===== src/scc_defs.svh =====
// constants for the system control coprocessor register bank
`ifndef SCC_DEFS_SVH
`define SCC_DEFS_SVH

// transfer instruction fields
`define SCC_DIR_BIT 20
`define SCC_SEL_HI 19
`define SCC_SEL_LO 16
`define SCC_CPN_HI 11
`define SCC_CPN_LO 8
`define SCC_FN_HI 7
`define SCC_FN_LO 5
`define SCC_MARK_BIT 4
`define SCC_SEC_HI 3
`define SCC_SEC_LO 0

// coprocessor number of this bank
`define SCC_CP_NUM 4'hF

// register selectors
`define SCC_REG_ID 4'h0
`define SCC_REG_CTRL 4'h1
`define SCC_REG_TTB 4'h2
`define SCC_REG_DOM 4'h3
`define SCC_REG_FSR 4'h5
`define SCC_REG_FAR 4'h6
`define SCC_REG_CACHE 4'h7
`define SCC_REG_TLB 4'h8
`define SCC_REG_TCI 4'hF

// control register bit positions
`define SCC_CTRL_MMU 0
`define SCC_CTRL_ALIGN 1
`define SCC_CTRL_DCACHE 2
`define SCC_CTRL_WBUF 3
`define SCC_CTRL_BIGEND 7
`define SCC_CTRL_SYS 8
`define SCC_CTRL_ROM 9
`define SCC_CTRL_ICACHE 12

// storage masks and reset values
`define SCC_CTRL_WMASK 32'h0000_138F
`define SCC_TTB_MASK 32'hFFFF_C000
`define SCC_FSR_MASK 32'h0000_00FF
`define SCC_ZERO32 32'h0000_0000

// result delay in core cycles
`define SCC_STALL_WR 2'h2
`define SCC_STALL_RD 2'h1
`define SCC_STALL_NONE 2'h0

`endif


===== src/scc_pkg.sv =====
// types shared by the system control coprocessor register bank
package scc_pkg;

  typedef logic [3:0] scc_sel_t;
  typedef logic [31:0] scc_word_t;

  // transfer direction as carried in the direction bit
  typedef enum logic {
    SCC_DIR_WRITE = 1'b0,
    SCC_DIR_READ = 1'b1
  } scc_dir_t;

endpackage : scc_pkg


===== src/scc_regs.sv =====
// system control coprocessor register bank with transfer decode
//
// Summary of operation
// - user-mode transfers refused, undefined trap raised
// - direction bit 1 reads, 0 writes
// - registers 7, 8, 15 are write-triggered operations
// - register 0 returns fixed ID with revision
// - control writable bits cleared on reset
// - control bits 13-31 ignore writes
// - control bit 0 enables memory management unit
// - control bit 1 enables alignment checking
// - control bit 2 enables data cache
// - control bit 3 enables write buffer
// - control bit 7 selects big endian
// - control bits 8, 9 feed access checks
// - control bit 12 enables instruction cache
// - page table base, low 14 bits ignored
// - domain register holds sixteen domain permissions
// - one issue cycle; stall 2 write, 1 read
`timescale 1ns/1ps
`include "scc_defs.svh"

module scc_regs #(
  parameter logic [27:0] ID_UPPER = 28'h5A5A_5A5, // arbitrary value
  parameter logic [3:0] REVISION = 4'h1 // arbitrary value
) (
  input wire logic clk, // core clock
  input wire logic rst_n, // synchronous reset, active low
  input wire logic xfer_valid, // register transfer issued
  input wire logic [31:0] xfer_instr, // transfer instruction word
  input wire logic [31:0] xfer_wdata, // core register value for writes
  input wire logic user_mode, // core in unprivileged mode
  input wire logic fault_wr, // data fault capture strobe
  input wire logic [7:0] fault_status, // status of captured fault
  input wire logic [31:0] fault_addr, // address of captured fault
  output logic [31:0] rdata_r, // read result
  output logic rvalid_r, // read result valid pulse
  output logic undef_r, // undefined instruction trap pulse
  output logic stall_r, // result delay stall
  output logic [31:0] ctrl_r, // control register
  output logic [31:0] ttb_r, // page table base
  output logic [31:0] dom_r, // domain permissions
  output logic cache_op_r, // cache maintenance pulse
  output logic tlb_op_r, // translation buffer maintenance pulse
  output logic tci_op_r, // test, clock and idle pulse
  output logic [3:0] op_sel_r, // secondary selector of operation
  output logic [2:0] op_fn_r, // function field of operation
  output logic [31:0] op_data_r // data of operation
);

  scc_pkg::scc_sel_t sel;
  scc_pkg::scc_sel_t sec;
  scc_pkg::scc_dir_t dir;
  logic [2:0] fn;
  logic cp_hit;
  logic acc;
  logic acc_rd;
  logic acc_wr;
  logic [7:0] fsr_r;
  logic [31:0] far_r;
  logic [1:0] stall_cnt_r;
  logic [1:0] stall_cnt_nxt;
  logic [31:0] rdata_nxt;

  // selector match for an accepted write
  function automatic logic wr_to(input logic a, input scc_pkg::scc_sel_t s,
                                 input scc_pkg::scc_sel_t idx);
    wr_to = a && (s == idx);
  endfunction : wr_to

  // field extraction
  assign sel = xfer_instr[`SCC_SEL_HI:`SCC_SEL_LO];
  assign sec = xfer_instr[`SCC_SEC_HI:`SCC_SEC_LO];
  assign fn = xfer_instr[`SCC_FN_HI:`SCC_FN_LO];
  assign dir = scc_pkg::scc_dir_t'(xfer_instr[`SCC_DIR_BIT]);
  assign cp_hit = (xfer_instr[`SCC_CPN_HI:`SCC_CPN_LO] == `SCC_CP_NUM) &&
                  xfer_instr[`SCC_MARK_BIT];
  assign acc = xfer_valid && cp_hit && !user_mode;
  assign acc_rd = acc && (dir == scc_pkg::SCC_DIR_READ);
  assign acc_wr = acc && (dir == scc_pkg::SCC_DIR_WRITE);

  // trap for user mode or a foreign coprocessor
  always_ff @(posedge clk) begin
    if (!rst_n) begin
      undef_r <= 1'b0;
    end else begin
      undef_r <= xfer_valid && (user_mode || !cp_hit);
    end
  end

  // control register; unused and reserved bits never stored
  always_ff @(posedge clk) begin
    if (!rst_n) begin
      ctrl_r <= `SCC_ZERO32;
    end else if (wr_to(acc_wr, sel, `SCC_REG_CTRL)) begin
      ctrl_r <= xfer_wdata & `SCC_CTRL_WMASK;
    end
  end

  // page table base
  always_ff @(posedge clk) begin
    if (!rst_n) begin
      ttb_r <= `SCC_ZERO32;
    end else if (wr_to(acc_wr, sel, `SCC_REG_TTB)) begin
      ttb_r <= xfer_wdata & `SCC_TTB_MASK;
    end
  end

  // domain permissions, two bits per domain
  always_ff @(posedge clk) begin
    if (!rst_n) begin
      dom_r <= `SCC_ZERO32;
    end else if (wr_to(acc_wr, sel, `SCC_REG_DOM)) begin
      dom_r <= xfer_wdata;
    end
  end

  // fault status: hardware capture wins over software write
  always_ff @(posedge clk) begin
    if (!rst_n) begin
      fsr_r <= 8'h00;
    end else if (fault_wr) begin
      fsr_r <= fault_status;
    end else if (wr_to(acc_wr, sel, `SCC_REG_FSR)) begin
      fsr_r <= xfer_wdata[7:0];
    end
  end

  // fault address
  always_ff @(posedge clk) begin
    if (!rst_n) begin
      far_r <= `SCC_ZERO32;
    end else if (fault_wr) begin
      far_r <= fault_addr;
    end else if (wr_to(acc_wr, sel, `SCC_REG_FAR)) begin
      far_r <= xfer_wdata;
    end
  end

  // operation registers: one-cycle pulses with their fields
  always_ff @(posedge clk) begin
    if (!rst_n) begin
      cache_op_r <= 1'b0;
      tlb_op_r <= 1'b0;
      tci_op_r <= 1'b0;
    end else begin
      cache_op_r <= wr_to(acc_wr, sel, `SCC_REG_CACHE);
      tlb_op_r <= wr_to(acc_wr, sel, `SCC_REG_TLB);
      tci_op_r <= wr_to(acc_wr, sel, `SCC_REG_TCI);
    end
  end

  always_ff @(posedge clk) begin
    if (!rst_n) begin
      op_sel_r <= 4'h0;
      op_fn_r <= 3'h0;
      op_data_r <= `SCC_ZERO32;
    end else if (acc_wr) begin
      op_sel_r <= sec;
      op_fn_r <= fn;
      op_data_r <= xfer_wdata;
    end
  end

  // read mux; reserved and write-only registers read zero
  always_comb begin
    rdata_nxt = `SCC_ZERO32;
    unique case (sel)
      `SCC_REG_ID: rdata_nxt = {ID_UPPER, REVISION};
      `SCC_REG_CTRL: rdata_nxt = ctrl_r;
      `SCC_REG_TTB: rdata_nxt = ttb_r;
      `SCC_REG_DOM: rdata_nxt = dom_r;
      `SCC_REG_FSR: rdata_nxt = `SCC_FSR_MASK & {24'h00_0000, fsr_r};
      `SCC_REG_FAR: rdata_nxt = far_r;
      default: rdata_nxt = `SCC_ZERO32;
    endcase
  end

  always_ff @(posedge clk) begin
    if (!rst_n) begin
      rdata_r <= `SCC_ZERO32;
      rvalid_r <= 1'b0;
    end else begin
      rvalid_r <= acc_rd;
      if (acc_rd) begin
        rdata_r <= rdata_nxt;
      end
    end
  end

  // result delay counter
  always_comb begin
    stall_cnt_nxt = `SCC_STALL_NONE;
    if (acc_wr) begin
      stall_cnt_nxt = `SCC_STALL_WR;
    end else if (acc_rd) begin
      stall_cnt_nxt = `SCC_STALL_RD;
    end else if (stall_cnt_r != `SCC_STALL_NONE) begin
      stall_cnt_nxt = stall_cnt_r - 2'h1;
    end
  end

  always_ff @(posedge clk) begin
    if (!rst_n) begin
      stall_cnt_r <= `SCC_STALL_NONE;
      stall_r <= 1'b0;
    end else begin
      stall_cnt_r <= stall_cnt_nxt;
      stall_r <= (stall_cnt_nxt != `SCC_STALL_NONE);
    end
  end
endmodule : scc_regs


===== config.mk =====
export PLATFORM = sky130hd
export DESIGN_NAME = scc_regs
export DESIGN_NICKNAME = d
export VERILOG_FILES = /design/src/scc_pkg.sv /design/src/scc_regs.sv
export VERILOG_INCLUDE_DIRS = /design/src
export SDC_FILE = /design/constraint.sdc
export NUM_CORES = 1
export LEC_CHECK = 0
export ABC_AREA = 1
export BUFFER_PORTS_ARGS = -buffer_cell sky130_fd_sc_hd__buf_2
export CAP_MARGIN = 10
export CORE_UTILIZATION = 50
export DETAILED_ROUTE_END_ITERATION = 12
export GPL_TIMING_DRIVEN = 1
export PLACE_DENSITY = 0.84
export SLEW_MARGIN = 30
export SYNTH_ARGS = -nofsm -noshare
export SYNTH_HDL_FRONTEND = slang
export SYNTH_SLANG_ARGS = --single-unit

===== constraint.sdc =====
create_clock -name clk -period 1.5 [get_ports clk]
set_clock_uncertainty 0.05 [all_clocks]
set_input_delay 0.075 -clock clk [delete_from_list [all_inputs] [get_ports clk]]
set_output_delay 0.075 -clock clk [all_outputs]
set_load 0.05 [all_outputs]

Word level (Yosys, flattened, before mapping)
Cells that the tools add are included.
{"block": "word_totals", "regBits": 177, "latch_bits": 0, "ramBits": 0, "rom_bits": 0, "inputBits": 109, "out_inout_bits": 173, "wordCells": 57, "n_memories": 0}
{"block": "classes", "add_sub_neg": 1, "n_mul": 0, "div": 0, "order_cmp": 0, "n_eq_ne": 9, "n_shift": 0, "n_mux": 8, "bitwise": 1, "n_reduce_logical": 22}
{"operator": "$pmux W32 S6", "count": 1}
{"operator": "$mux W32", "count": 2}
{"operator": "$mux W8", "count": 2}
{"operator": "$logic_and A1 B1 Y1", "count": 14}
{"operator": "$eq A4 B3 Y1 const B", "count": 3}
{"operator": "$eq A4 B4 Y1 const B", "count": 3}
{"operator": "$eq A4 B2 Y1 const B", "count": 2}
{"operator": "$reduce_bool A2 Y1", "count": 4}
{"operator": "$mux W2", "count": 3}
{"operator": "$eq A4 B1 Y1 const B", "count": 1}
{"operator": "$logic_not A4 Y1", "count": 1}
{"operator": "$logic_not A1 Y1", "count": 2}
{"operator": "$sub A2 B1 Y2 const B", "count": 1}
{"operator": "$logic_or A1 B1 Y1", "count": 1}
{"operator": "$not A1 Y1", "count": 1}

Depth between registers and ports, before layout
Gate-level depths: netlist of the first run.
{"block": "logic_depth", "word_depth": 8, "depth_mapped": 10}

Least setup slack after synthesis of the first run
OpenSTA, ideal clock, no wires.
{"block": "synth_timing", "kind": "input to register", "from": "in xfer_instr[4]", "to": "reg dom_r[10]", "setup_time_ps": 132, "t_arrival_ps": 1050, "required_time_ps": 1318, "path_slack_ps": 268, "stages": 10, "path_buffers": 1, "cell_sequence": "inv_1 -> nor2_2 -> nand2_2 -> nor2_8 -> nand3_4 -> inv_2 -> nand2_1 -> clkbuf_1 -> nand2_1 -> a21oi_1"}
{"block": "synth_between", "elab_chain_len": 5}
{"element": "start: declaration", "line_no": "scc_regs.sv:30", "rtl": "input wire logic [31:0] xfer_instr,"}
{"element": "$logic_and A1 B1 Y1", "line_no": "scc_regs.sv:76", "rtl": "assign cp_hit = (xfer_instr[`SCC_CPN_HI:`SCC_CPN_LO] == `SCC_CP_NUM) &&"}
{"element": "$logic_and A1 B1 Y1 (2 in a row)", "line_no": "scc_regs.sv:78", "rtl": "assign acc = xfer_valid && cp_hit && !user_mode;"}
{"element": "$logic_and A1 B1 Y1", "line_no": "scc_regs.sv:80", "rtl": "assign acc_wr = acc && (dir == scc_pkg::SCC_DIR_WRITE);"}
{"element": "$logic_and A1 B1 Y1", "line_no": "scc_regs.sv:68", "rtl": "wr_to = a && (s == idx);"}
{"element": "end signal: assignment", "line_no": "scc_regs.sv:112", "rtl": "dom_r <= `SCC_ZERO32;"}
{"element": "end signal: assignment", "line_no": "scc_regs.sv:114", "rtl": "dom_r <= xfer_wdata;"}
{"element": "end: declaration", "line_no": "scc_regs.sv:42", "rtl": "output logic [31:0] dom_r,"}
Every way passes these cells.
A chain may end at the register's enable or synchronous reset.

Final worst setup path of the first run
{"block": "layout_timing", "from": "in xfer_instr[18]", "to": "reg rdata_r[20]"}
{"block": "layout_between", "elab_chain_len": 2, "word_cells_on_any_way": 7}
{"element": "$eq A4 B3 Y1, or another cell as far along", "line_no": "scc_regs.sv:168", "rtl": "unique case (sel)"}
{"element": "$pmux W32 S6 (*)", "line_no": "scc_regs.sv:168"}
{"element": "end signal: assignment", "line_no": "scc_regs.sv:181", "rtl": "rdata_r <= `SCC_ZERO32;"}
{"element": "end signal: assignment", "line_no": "scc_regs.sv:186", "rtl": "rdata_r <= rdata_nxt;"}
{"element": "end: declaration", "line_no": "scc_regs.sv:36", "rtl": "output logic [31:0] rdata_r,"}
Every way passes the cells marked *; elsewhere a longest branch is shown, timed or not.

==> impl_results.md, run 1 <==
* Setup CP Type: input port to flop
* # DRC at 0
* Storage element area at 3540 um2
* Clock buffer depth at 2
* First-pass DRT Iterations at 9
* All-Layer GR Usage at 34.4%
* First-pass GRT wire length at 42200 um
* Avg WL per Cell at 17.2 um
* Share of layout cells above drive strength 1 at 23.0%
* Final Cycle Share at 97.8%
* Hold_ws at slightly above 0.02 ns
* #FFs+latches synth at ~180
* Worst EP required at ~1.8 ns
* Register area share after synthesis at 45.9%
* Synth unique cells at 32
* Synthesized area at about 7700 um2
* CTS sink cnt at ~180
* Die Wd at 126 um
* Cell Pwr Density at 1020 nW/um2
* Commonest non-fill, non-tap cell in the layout: nand2_1
* Leakage at 4.94 nW
* FILL cells at 1153
* Clk_lat worst skew at 0.44 ns
* Worst reg2reg path startpoint: ctrl_r[0]$_SDFFE_PN0P_
* Initial antenna violation count at 0
* Detailed-route via count at 8799
* Fin area at roughly 11000 um2
* Post-DP Area at 9060 um2
* Delay of the slowest critical-path stage at 0.58 ns
* Largest net degree at the start of global routing at 66
* Wirelength, routed at between 20000 and 30000 um
* DIE HEIGHT at ~130 um
* DP HPWL at 17000 um
* Final Hold Fails at 0
* Status: finished clean
* Main area contributors after synthesis: dfxtp_1, nand2_1, a21oi_1
* CTS tree: done
* RSZ-0062 raised after global routing: yes
* Fin Setup TNS at 0 ns
* CTS H-tree lvls at 4
* EDFF count, synth at 0
* I/O Buffers at 228
* Hold WC Path Type: input port to flop
* Cell chain of the critical path: buf_2 -> dlygate4sd3_1 -> nand2_2 -> nor2_4 -> buf_6 -> buf_4 -> nand2_1 -> nand3_1 -> nand3_1 -> nand2_1
* Max-cap violation count at 0
* Top delay family on crit path: buffers and inverters
* CP Depth at 10
* CP Launch Point: xfer_instr[18]
* DRT iter0 DRCs at 1422
* Commonest non-fill, non-tap cells in the layout: nand2_1, buf_2, dfxtp_1
* Synthesis Warnings at 0
* N_diodes at 0
* Num rows at 45
* Area leader, netlist: dfxtp_1
* Setup crit end kind: flop
* Via density at around 5.5
* Crit-path slowest cell: dlygate4sd3_1
* Vias in the first global route at roughly 8000
* DRT antenna net count at 0
* CTS root buf: clkbuf_16
* Post-synth top area share at between 40% and 50%
* Starting density of the core at 51.0%
* Mean Syn Cell Area at 7.00 um2
* Worst R2R Path Depth at 4
* Synth Instances at between 1000 and 1500
* Max Clk Rate at between 600 and 700 MHz
* Peak VDD IR at around 0.83 mV
* Layout Nets at 1516
* Crit Path Max Fanout at 12
* Tot Pwr at 10.7 mW
* Area grow syn2layout at 36.9%
* Placed cell count at 1491
* CTS Buf Count at 17
* Core ar. at 15100 um2
* Post CTS Setup Buffer Count at 0
* Boundary Pins at between 200 and 300
* Synth async-reset ratio at 0%
* Setup violations, final at 0
* Multi-input gate area at 3610 um2
* Final Slew Violations at 0
* GP Congestion at 0.918
* Clock slew at reported path FFs at 0.07 ns
* RR Endpoint: rdata_r[0]$_SDFFE_PN0P_
* Die area at 16000 um2
* Primary FF master, synth: dfxtp_1
* Minimum clock period at 1.47 ns
* Worst path bufs/invs at 4
* Flop2flop setup slack at 0.47 ns
* Cell Count, Final, Fillers Out at 1608
* End of the critical path: rdata_r[20]$_SDFFE_PN0P_
* Setup crit start kind: input port
* Arr. time, crit path at 1.79 ns
* Total grt overflow at 0
==> per-layer routing <==
metal	vias up	global-route usage, %	routed length, um
li1	4087	-	-
met1	3902	43.4	10700
met2	650	52.8	12300
met3	160	8.81	2940
met4	0	21.3	1640
met5	-	0	0
==> kinds of logic after synthesis <==
group,share of synthesized area [%]
and+or+nand+nor,32.8
AOI/OAI and AO/OA,11.7
buffers and inverters,9.51
DFF,45.9
other,0.0485
==> state kept, by name, indices dropped and copies added, names as in the netlist, 2 cells and up <==
name and count:
ctrl_r 8, ttb_r 18, fsr_r 8, op_sel_r 4, op_fn_r 3, dom_r 32, stall_cnt_r 2, op_data_r 32
rdata_r 32, far_r 32
==> how the worst min path moves through the flow <==
| stage | from | to | slack [ns] | cells after the start |
|---|---|---|---|---|
| floorplan | xfer_wdata[0] | ctrl_r[0]$_SDFFE_PN0P_ | 0.17 | 2 |
| global route | fault_addr[24] | far_r[24]$_SDFFE_PN0P_ | 0.06 | 5 |
| global placement | xfer_instr[2] | op_sel_r[2]$_SDFFE_PN0N_ | 0.27 | 3 |
| finish | fault_addr[24] | far_r[24]$_SDFFE_PN0P_ | 0.02 | 5 |
| CTS | fault_addr[24] | far_r[24]$_SDFFE_PN0P_ | 0.007 | 5 |
| detailed placement | xfer_instr[2] | op_sel_r[2]$_SDFFE_PN0N_ | 0.28 | 3 |
==> Yosys cell counts (all sizes together), types with 3 or more instances <==
cell type  number
o21ai          36
nand3         103
nor3           10
inv            34
a21oi         139
nor2           60
dfxtp         177
buf            67
nand2         426
clkbuf         39
nand4           3
==> worst reg2reg max path, cell delays in order (launching register included) <==
cell,delay (ns)
dfxtp_1,0.34
a21oi_1,0.20
nand4_1,0.17
nand3_1,0.12
nand2_1,0.05
==> area by class of cell <==
class                           instances  share of cell area [%]
Inverter                               35                    1.27
Clock inverter                         10                    1.48
Clock buffer                           22                    4.48
Sequential cell                       177                    33.5
Multi-Input combinational cell        822                    34.1
Tap cell                              188                    2.22
Timing Repair Buffer                  354                    22.9
==> timing repair <==
item                                    CTS  global route
gates resized for setup                   0             9
endpoints found under the setup margin    0            29
hold endpoints to repair                137             0
hold buffers                             84             0
==> through the flow <==
stage	util [%]	setup slack (ns)
after floorplan	-	0.268
after global placement	59.8	0.0282
after detailed placement	59.8	-0.0328
after CTS	69.5	0.0506
after global routing	69.8	-0.0279
final	69.8	0.0334
==> where the power goes <==
group          leakage [nW]  switching, mW  total [mW]  internal (mW)
Clock                 0.310           1.87        4.78           2.91
Sequential             1.43         0.0363        4.80           4.77
Combinational          3.20          0.749        1.15          0.403
(Power assumes the default switching activity.)
==> run 2: changes to the inputs <==
BUFFER_PORTS_ARGS = default   (was -buffer_cell sky130_fd_sc_hd__buf_2)
CORE_UTILIZATION = 60   (was 50)
CTS_CLUSTER_DIAMETER = 60   (was default)
DONT_BUFFER_PORTS = 1   (was default)
PLACE_DENSITY = 0.79   (was 0.84)
==> impl_results.md, run 2 (synthesized netlist as in run 1, its figures left out) <==
* Status: finished clean
* Setup violations, final at 0 (unchanged)
* First-pass DRT Iterations at 6 (-3)
* Setup CP Type: input port to flop
* DIE HEIGHT at 115 um (-8.6%)
* Area grow syn2layout at 36.9% (about the same)
* Final Cycle Share at 95.4% (-2.3 points)
* Hold Path Origin: xfer_valid
* CTS root buf: clkbuf_16
* Post-DP Area at 8750 um2 (-3.4%)
* CTS H-tree lvls at 4 (unchanged)
* CTS Buf Count at 17 (unchanged)
* Top delay family on crit path: buffers and inverters
* Hold_ws at 0.0363 ns (+0.0158 ns)
* Die area at 13300 um2 (-16%)
* Commonest non-fill, non-tap cell in the layout: nand2_1
* Max-cap violation count at 0 (unchanged)
* All-Layer GR Usage at 40.7% (+6.3 points)
* Final Hold Fails at 0 (unchanged)
* Setup crit start kind: input port
* I/O Buffers at 0 (-100%)
* Detailed-route via count at 8679 (-1.4%)
* Via density at 5.73 (+4.8%)
* DRT iter0 DRCs at 1095 (-23%)
* Cell chain of the critical path: dlygate4sd3_1 -> nor3_1 -> nor2_1 -> dlygate4sd3_1
* Setup crit end kind: flop
* CTS sink cnt at 177 (unchanged)
* CP Launch Point: xfer_wdata[1]
* Fin area at 10600 um2 (about the same)
* Share of layout cells above drive strength 1 at 16.4% (-6.6 points)
* Tot Pwr at 10.3 mW (-4.3%)
* Crit Path Max Fanout at 4 (-8)
* Worst-margin pin slew at 0.518 ns
* Worst path bufs/invs at 2 (-2)
* Wirelength, routed at 27300 um (-1.1%)
* Max_slew headroom at 65.4%
* Layout Nets at 1434 (-5.4%)
* Fin util at 84.2% (+14 points)
* Worst EP required at 1.77 ns (-0.06 ns)
* Largest net degree at the start of global routing at 112 (+70%)
* Worst reg2reg path startpoint: ctrl_r[1]$_SDFFE_PN0P_
* DRT antenna net count at 0 (unchanged)
* FILL cells at 743 (-36%)
* Peak VDD IR at 1.04 mV (+27%)
* Clock slew at reported path FFs at 0.06 ns (about the same)
* Initial antenna violation count at 5 (+5)
* Final Slew Violations at 0 (unchanged)
* Delay of the slowest critical-path stage at 0.66 ns (+0.08 ns)
* Die Wd at 115 um (-8.6%)
* DP HPWL at 15400 um (-9.1%)
* Max Clk Rate at 699 MHz (+2.5%)
* CTS tree: done
* Total grt overflow at 0 (unchanged)
* GP Congestion at 0.863 (-6.0%)
* Minimum clock period at 1.43 ns (-0.0351 ns)
* # DRC at 0 (unchanged)
* Core ar. at 12600 um2 (-17%)
* Most used cell, CP: dlygate4sd3_1
* Hold WC Path Type: input port to flop
* Starting density of the core at 61.5% (+10 points)
* First-pass GRT wire length at 41100 um (-2.7%)
* Arr. time, crit path at 1.70 ns (-0.09 ns)
* Boundary Pins at 282 (unchanged)
* Clock buffer depth at 2 (unchanged)
* Clk_lat worst skew at 0.44 ns (about the same)
* Crit-path slowest cell: dlygate4sd3_1
* Vias in the first global route at 7966 (-1.2%)
* Num rows at 41 (-8.9%)
* Cell Pwr Density at 971 nW/um2 (-4.3%)
* Leakage at 4.56 nW (-7.6%)
* Avg WL per Cell at 18.0 um (+5.0%)
* Commonest non-fill, non-tap cells in the layout: nand2_1, dfxtp_1, buf_4
## run 2: cell count changes in the layout (fill, tap and decap cells not counted), sizes merged
cell,before,now
clkinvlp,1,4
dlygate4sd3,84,112
buf,269,158
inv,34,37
bufinv,4,2
clkinv,6,7
diode,0,4
clkbuf,23,19
## run 2: layout make-up
| class | count | area (um2) | area share, % |
|---|---|---|---|
| sequential | 177 | 3540 | 33.5 |
| tap | 172 | 215 | 2.03 |
| inverter | 35 | 140 | 1.32 |
| timing repair buffer | 272 | 2490 | 23.6 |
| multi-input combinational | 822 | 3590 | 33.9 |
| clock inverter | 15 | 159 | 1.50 |
| antenna | 4 | 10.0 | 0.0946 |
| clock buffer | 17 | 425 | 4.02 |
## run 2: path summary, 6_finish.rpt
kind	endpoint	slack, ns	depth (start not counted)
setup / recovery	ctrl_r[1]$_SDFFE_PN0P_	0.07	4
hold / removal	ctrl_r[9]$_SDFFE_PN0P_	0.04	4
setup reg to reg	ctrl_r[1]$_SDFFE_PN0P_	0.16	3
hold reg to reg	rdata_r[22]$_SDFFE_PN0P_	0.40	2
## run 2: worst reg2reg max path, delay by kind of cell (launching register included)
kind / cells / cell delay [ns]
AOI/OAI and AO/OA: 1 / 0.22
buffers and inverters: 1 / 0.56
DFF: 1 / 0.33
and+or+nand+nor: 1 / 0.07
## run 2: layer usage
layer	share of wire, %	vias up	GRT usage [%]	wire length [um]
li1	-	3929	-	-
met1	38	3921	51.4	10400
met2	45	689	62.3	12200
met3	13	138	13.5	3430
met4	4.7	2	20.6	1290
met5	0.040	-	0	11
## run 2: repair_timing
| action | 4_1_cts | 5_1_grt |
|---|---|---|
| endpoints found under the setup margin | 0 | 35 |
| hold buffers | 114 | 0 |
| gates resized for setup | 0 | 4 |
| buffers inserted | 0 | 1 |
| hold endpoints to repair | 159 | 0 |
## run 2: where the power goes
part	switching [mW]	internal (mW)	leakage, nW
registers	0.0411	4.77	1.43
logic	0.704	0.348	2.85
clock network	1.95	2.47	0.280
total	2.69	7.58	4.56
## run 2: through the flow
step | std cells | worst slack (ns) | setup TNS, ns
floorplan | 1140 | 0.268 | 0
global placement | 1361 | 0.147 | 0
detailed placement | 1361 | 0.0910 | 0
CTS | 1507 | 0.0501 | 0
global route | 1514 | -0.0102 | -0.0102
finish | 1514 | 0.0685 | 0
==> run 3: changes to the inputs <==
CORE_UTILIZATION = 46   (was 60)
PLACE_DENSITY = 0.64   (was 0.79)
==> impl_results.md, run 3 (synthesized netlist as in run 1, its figures left out) <==
* Max Clk Rate at 718 MHz (+2.8%)
* # DRC at 0 (unchanged)
* CTS Buf Count at 17 (unchanged)
* Clk_lat worst skew at 0.43 ns (about the same)
* CTS sink cnt at 177 (unchanged)
* Flop2flop setup slack at 0.25 ns (+0.09 ns)
* Worst hold endpoint: ctrl_r[7]$_SDFFE_PN0P_
* Vias in the first global route at 7612 (-4.4%)
* Clock buffer depth at 2 (unchanged)
* Final Cycle Share at 92.8% (-2.6 points)
* NetSw at 2.65 mW (-1.5%)
* Hold_ws at 0.0123 ns (-0.0241 ns)
* First-pass DRT Iterations at 5 (-1)
* Final Slew Violations at 0 (unchanged)
* Starting density of the core at 46.9% (-15 points)
* CTS tree: done
* Top delay family on crit path: buffers and inverters
* Hold Path Origin: xfer_valid
* Setup CP Type: input port to flop
* Final Hold Fails at 0 (unchanged)
* Peak VDD IR at 0.824 mV (-21%)
* Layout Nets at 1437 (+0.21%)
* Logic pwr share at 9.4% (-0.8 points)
* FILL cells at 1446 (+95%)
* Core ar. at 16500 um2 (+31%)
* Placed cell count at 1416 (+4.0%)
* Fin util at 65.0% (-19 points)
* GP Congestion at 0.854 (-1.0%)
* Worst Hold Depth at 4 (unchanged)
* Hold WC Path Type: input port to flop
* Share of layout cells above drive strength 1 at 16.9% (+0.50 points)
* Post-placement setup slack at 0.133 ns (+0.0420 ns)
* Worst R2R Path Depth at 3 (unchanged)
* Status: finished clean
* Fin area at 10700 um2 (+1.1%)
* DRT iter0 DRCs at 873 (-20%)
* Total grt overflow at 0 (unchanged)
* Cell Pwr Density at 1030 nW/um2 (+5.7%)
* Clock slew at reported path FFs at 0.07 ns (about the same)
* Avg WL per Cell at 16.9 um (-6.0%)
* CTS root buf: clkbuf_16
* Commonest non-fill, non-tap cells in the layout: nand2_1, dfxtp_1, buf_4
* Max-cap violation count at 0 (unchanged)
* Setup WS post-layout at 0.108 ns (+0.0395 ns)
* Crit Path Max Fanout at 35 (+31)
* Detailed-route via count at 8168 (-5.9%)
* Wirelength, routed at 26500 um (-2.9%)
* Clock Power Share at 46.9% (+3.9 points)
* Delay of the slowest critical-path stage at 0.54 ns (-0.12 ns)
* Setup crit end kind: flop
* Largest net degree at the start of global routing at 60 (-46%)
* Worst reg2reg path startpoint: ctrl_r[1]$_SDFFE_PN0P_
* RSZ-0062 raised after global routing: no
* Setup violations, final at 0 (unchanged)
* Die area at 17300 um2 (+30%)
* Boundary Pins at 282 (unchanged)
* Num rows at 47 (+15%)
* Switching Share at 24.2% (-2.1 points)
* Tot Pwr at 11.0 mW (+6.9%)
* Initial antenna violation count at 2 (-3)
* DP HPWL at 16800 um (+9.2%)
* RR Endpoint: ctrl_r[1]$_SDFFE_PN0P_
* Fin Setup TNS at 0 ns (unchanged)
* Post-DP Area at 8850 um2 (+1.1%)
* DIE HEIGHT at 132 um (+14%)
* DRT antenna net count at 0 (unchanged)
* Worst EP required at 1.78 ns (about the same)
* Minimum clock period at 1.39 ns (-0.0395 ns)
* Setup crit start kind: input port
* Via density at 5.23 (-8.8%)
* Cell Count, Final, Fillers Out at 1563 (+3.2%)
* Sequential share of power at 43.7% (-3.1 points)
* Leakage at 4.61 nW (+0.96%)
* Crit-path slowest cell: dlygate4sd3_1
* Commonest non-fill, non-tap cell in the layout: nand2_1
* I/O Buffers at 0 (unchanged)
* First-pass GRT wire length at 41000 um (about the same)
* All-Layer GR Usage at 30.4% (-10 points)
* Cell chain of the critical path: inv_1 -> nor2_2 -> nand2_2 -> nor2_8 -> nand3_4 -> inv_4 -> buf_12 -> nand3_1 -> nand2_1 -> dlygate4sd3_1 -> nor2_1
* Int Pwr at 8.33 mW (+9.8%)
* Arr. time, crit path at 1.68 ns (-0.02 ns)
* Area grow syn2layout at 38.5%
* CTS H-tree lvls at 4 (unchanged)
* Die Wd at 132 um (+14%)
* Worst path bufs/invs at 4 (+2)
## run 3: layer usage
metal	share of wire, %	track usage, %	vias to the layer above	routed length (um)
met5	0	0	-	0
met1	43	41.8	3700	11500
met3	10	7.64	68	2650
li1	-	-	3933	-
met2	44	45.7	467	11600
met4	3.1	11.6	0	818
## run 3: worst register-to-register path: stages (launching register included)
cell and delay (ns):
dfxtp_1 0.33, o21ai_0 0.16, nor2_1 0.05, dlygate4sd3_1 0.55
## run 3: timing repair
action / CTS / global route
setup endpoints to repair: 0 / 43
hold endpoints to repair: 153 / 1
hold buffers: 107 / 2
resized for setup: 0 / 6
setup buffers: 0 / 4
## run 3: area by class of cell
cell class | count | area [um2] | share of cell area [%]
antenna | 3 | 7.51 | 0.0702
clock buffer | 19 | 453 | 4.23
clock inverter | 12 | 228 | 2.13
inverter | 35 | 140 | 1.31
multi-input combinational | 822 | 3590 | 33.5
sequential | 177 | 3540 | 33.1
tap | 220 | 275 | 2.57
timing repair buffer | 274 | 2450 | 22.9
timing repair inverter | 1 | 7.51 | 0.0702
## run 3: how the worst max path moves through the flow
stage	startpoint	end	slack (ns)	cells after the start
after floorplan	xfer_instr[4]	dom_r[10]$_SDFFE_PN0P_	0.27	10
after global placement	xfer_instr[4]	ttb_r[25]$_SDFFE_PN0P_	0.17	10
after detailed placement	xfer_instr[4]	ttb_r[27]$_SDFFE_PN0P_	0.13	10
after CTS	xfer_instr[10]	rdata_r[19]$_SDFFE_PN0P_	0.01	10
after global routing	xfer_instr[4]	ctrl_r[1]$_SDFFE_PN0P_	0.002	11
final	xfer_instr[4]	ttb_r[23]$_SDFFE_PN0P_	0.11	11
## run 3: power groups by stage
stage               clock network [mW]  logic (mW)  registers [mW]
finish                            5.15        1.03            4.80
CTS                               5.17       0.995            4.80
global placement                     0       0.680            4.91
detailed placement                   0       0.685            4.91
global route                      5.39        1.10            4.81
floorplan                            0       0.654            4.91
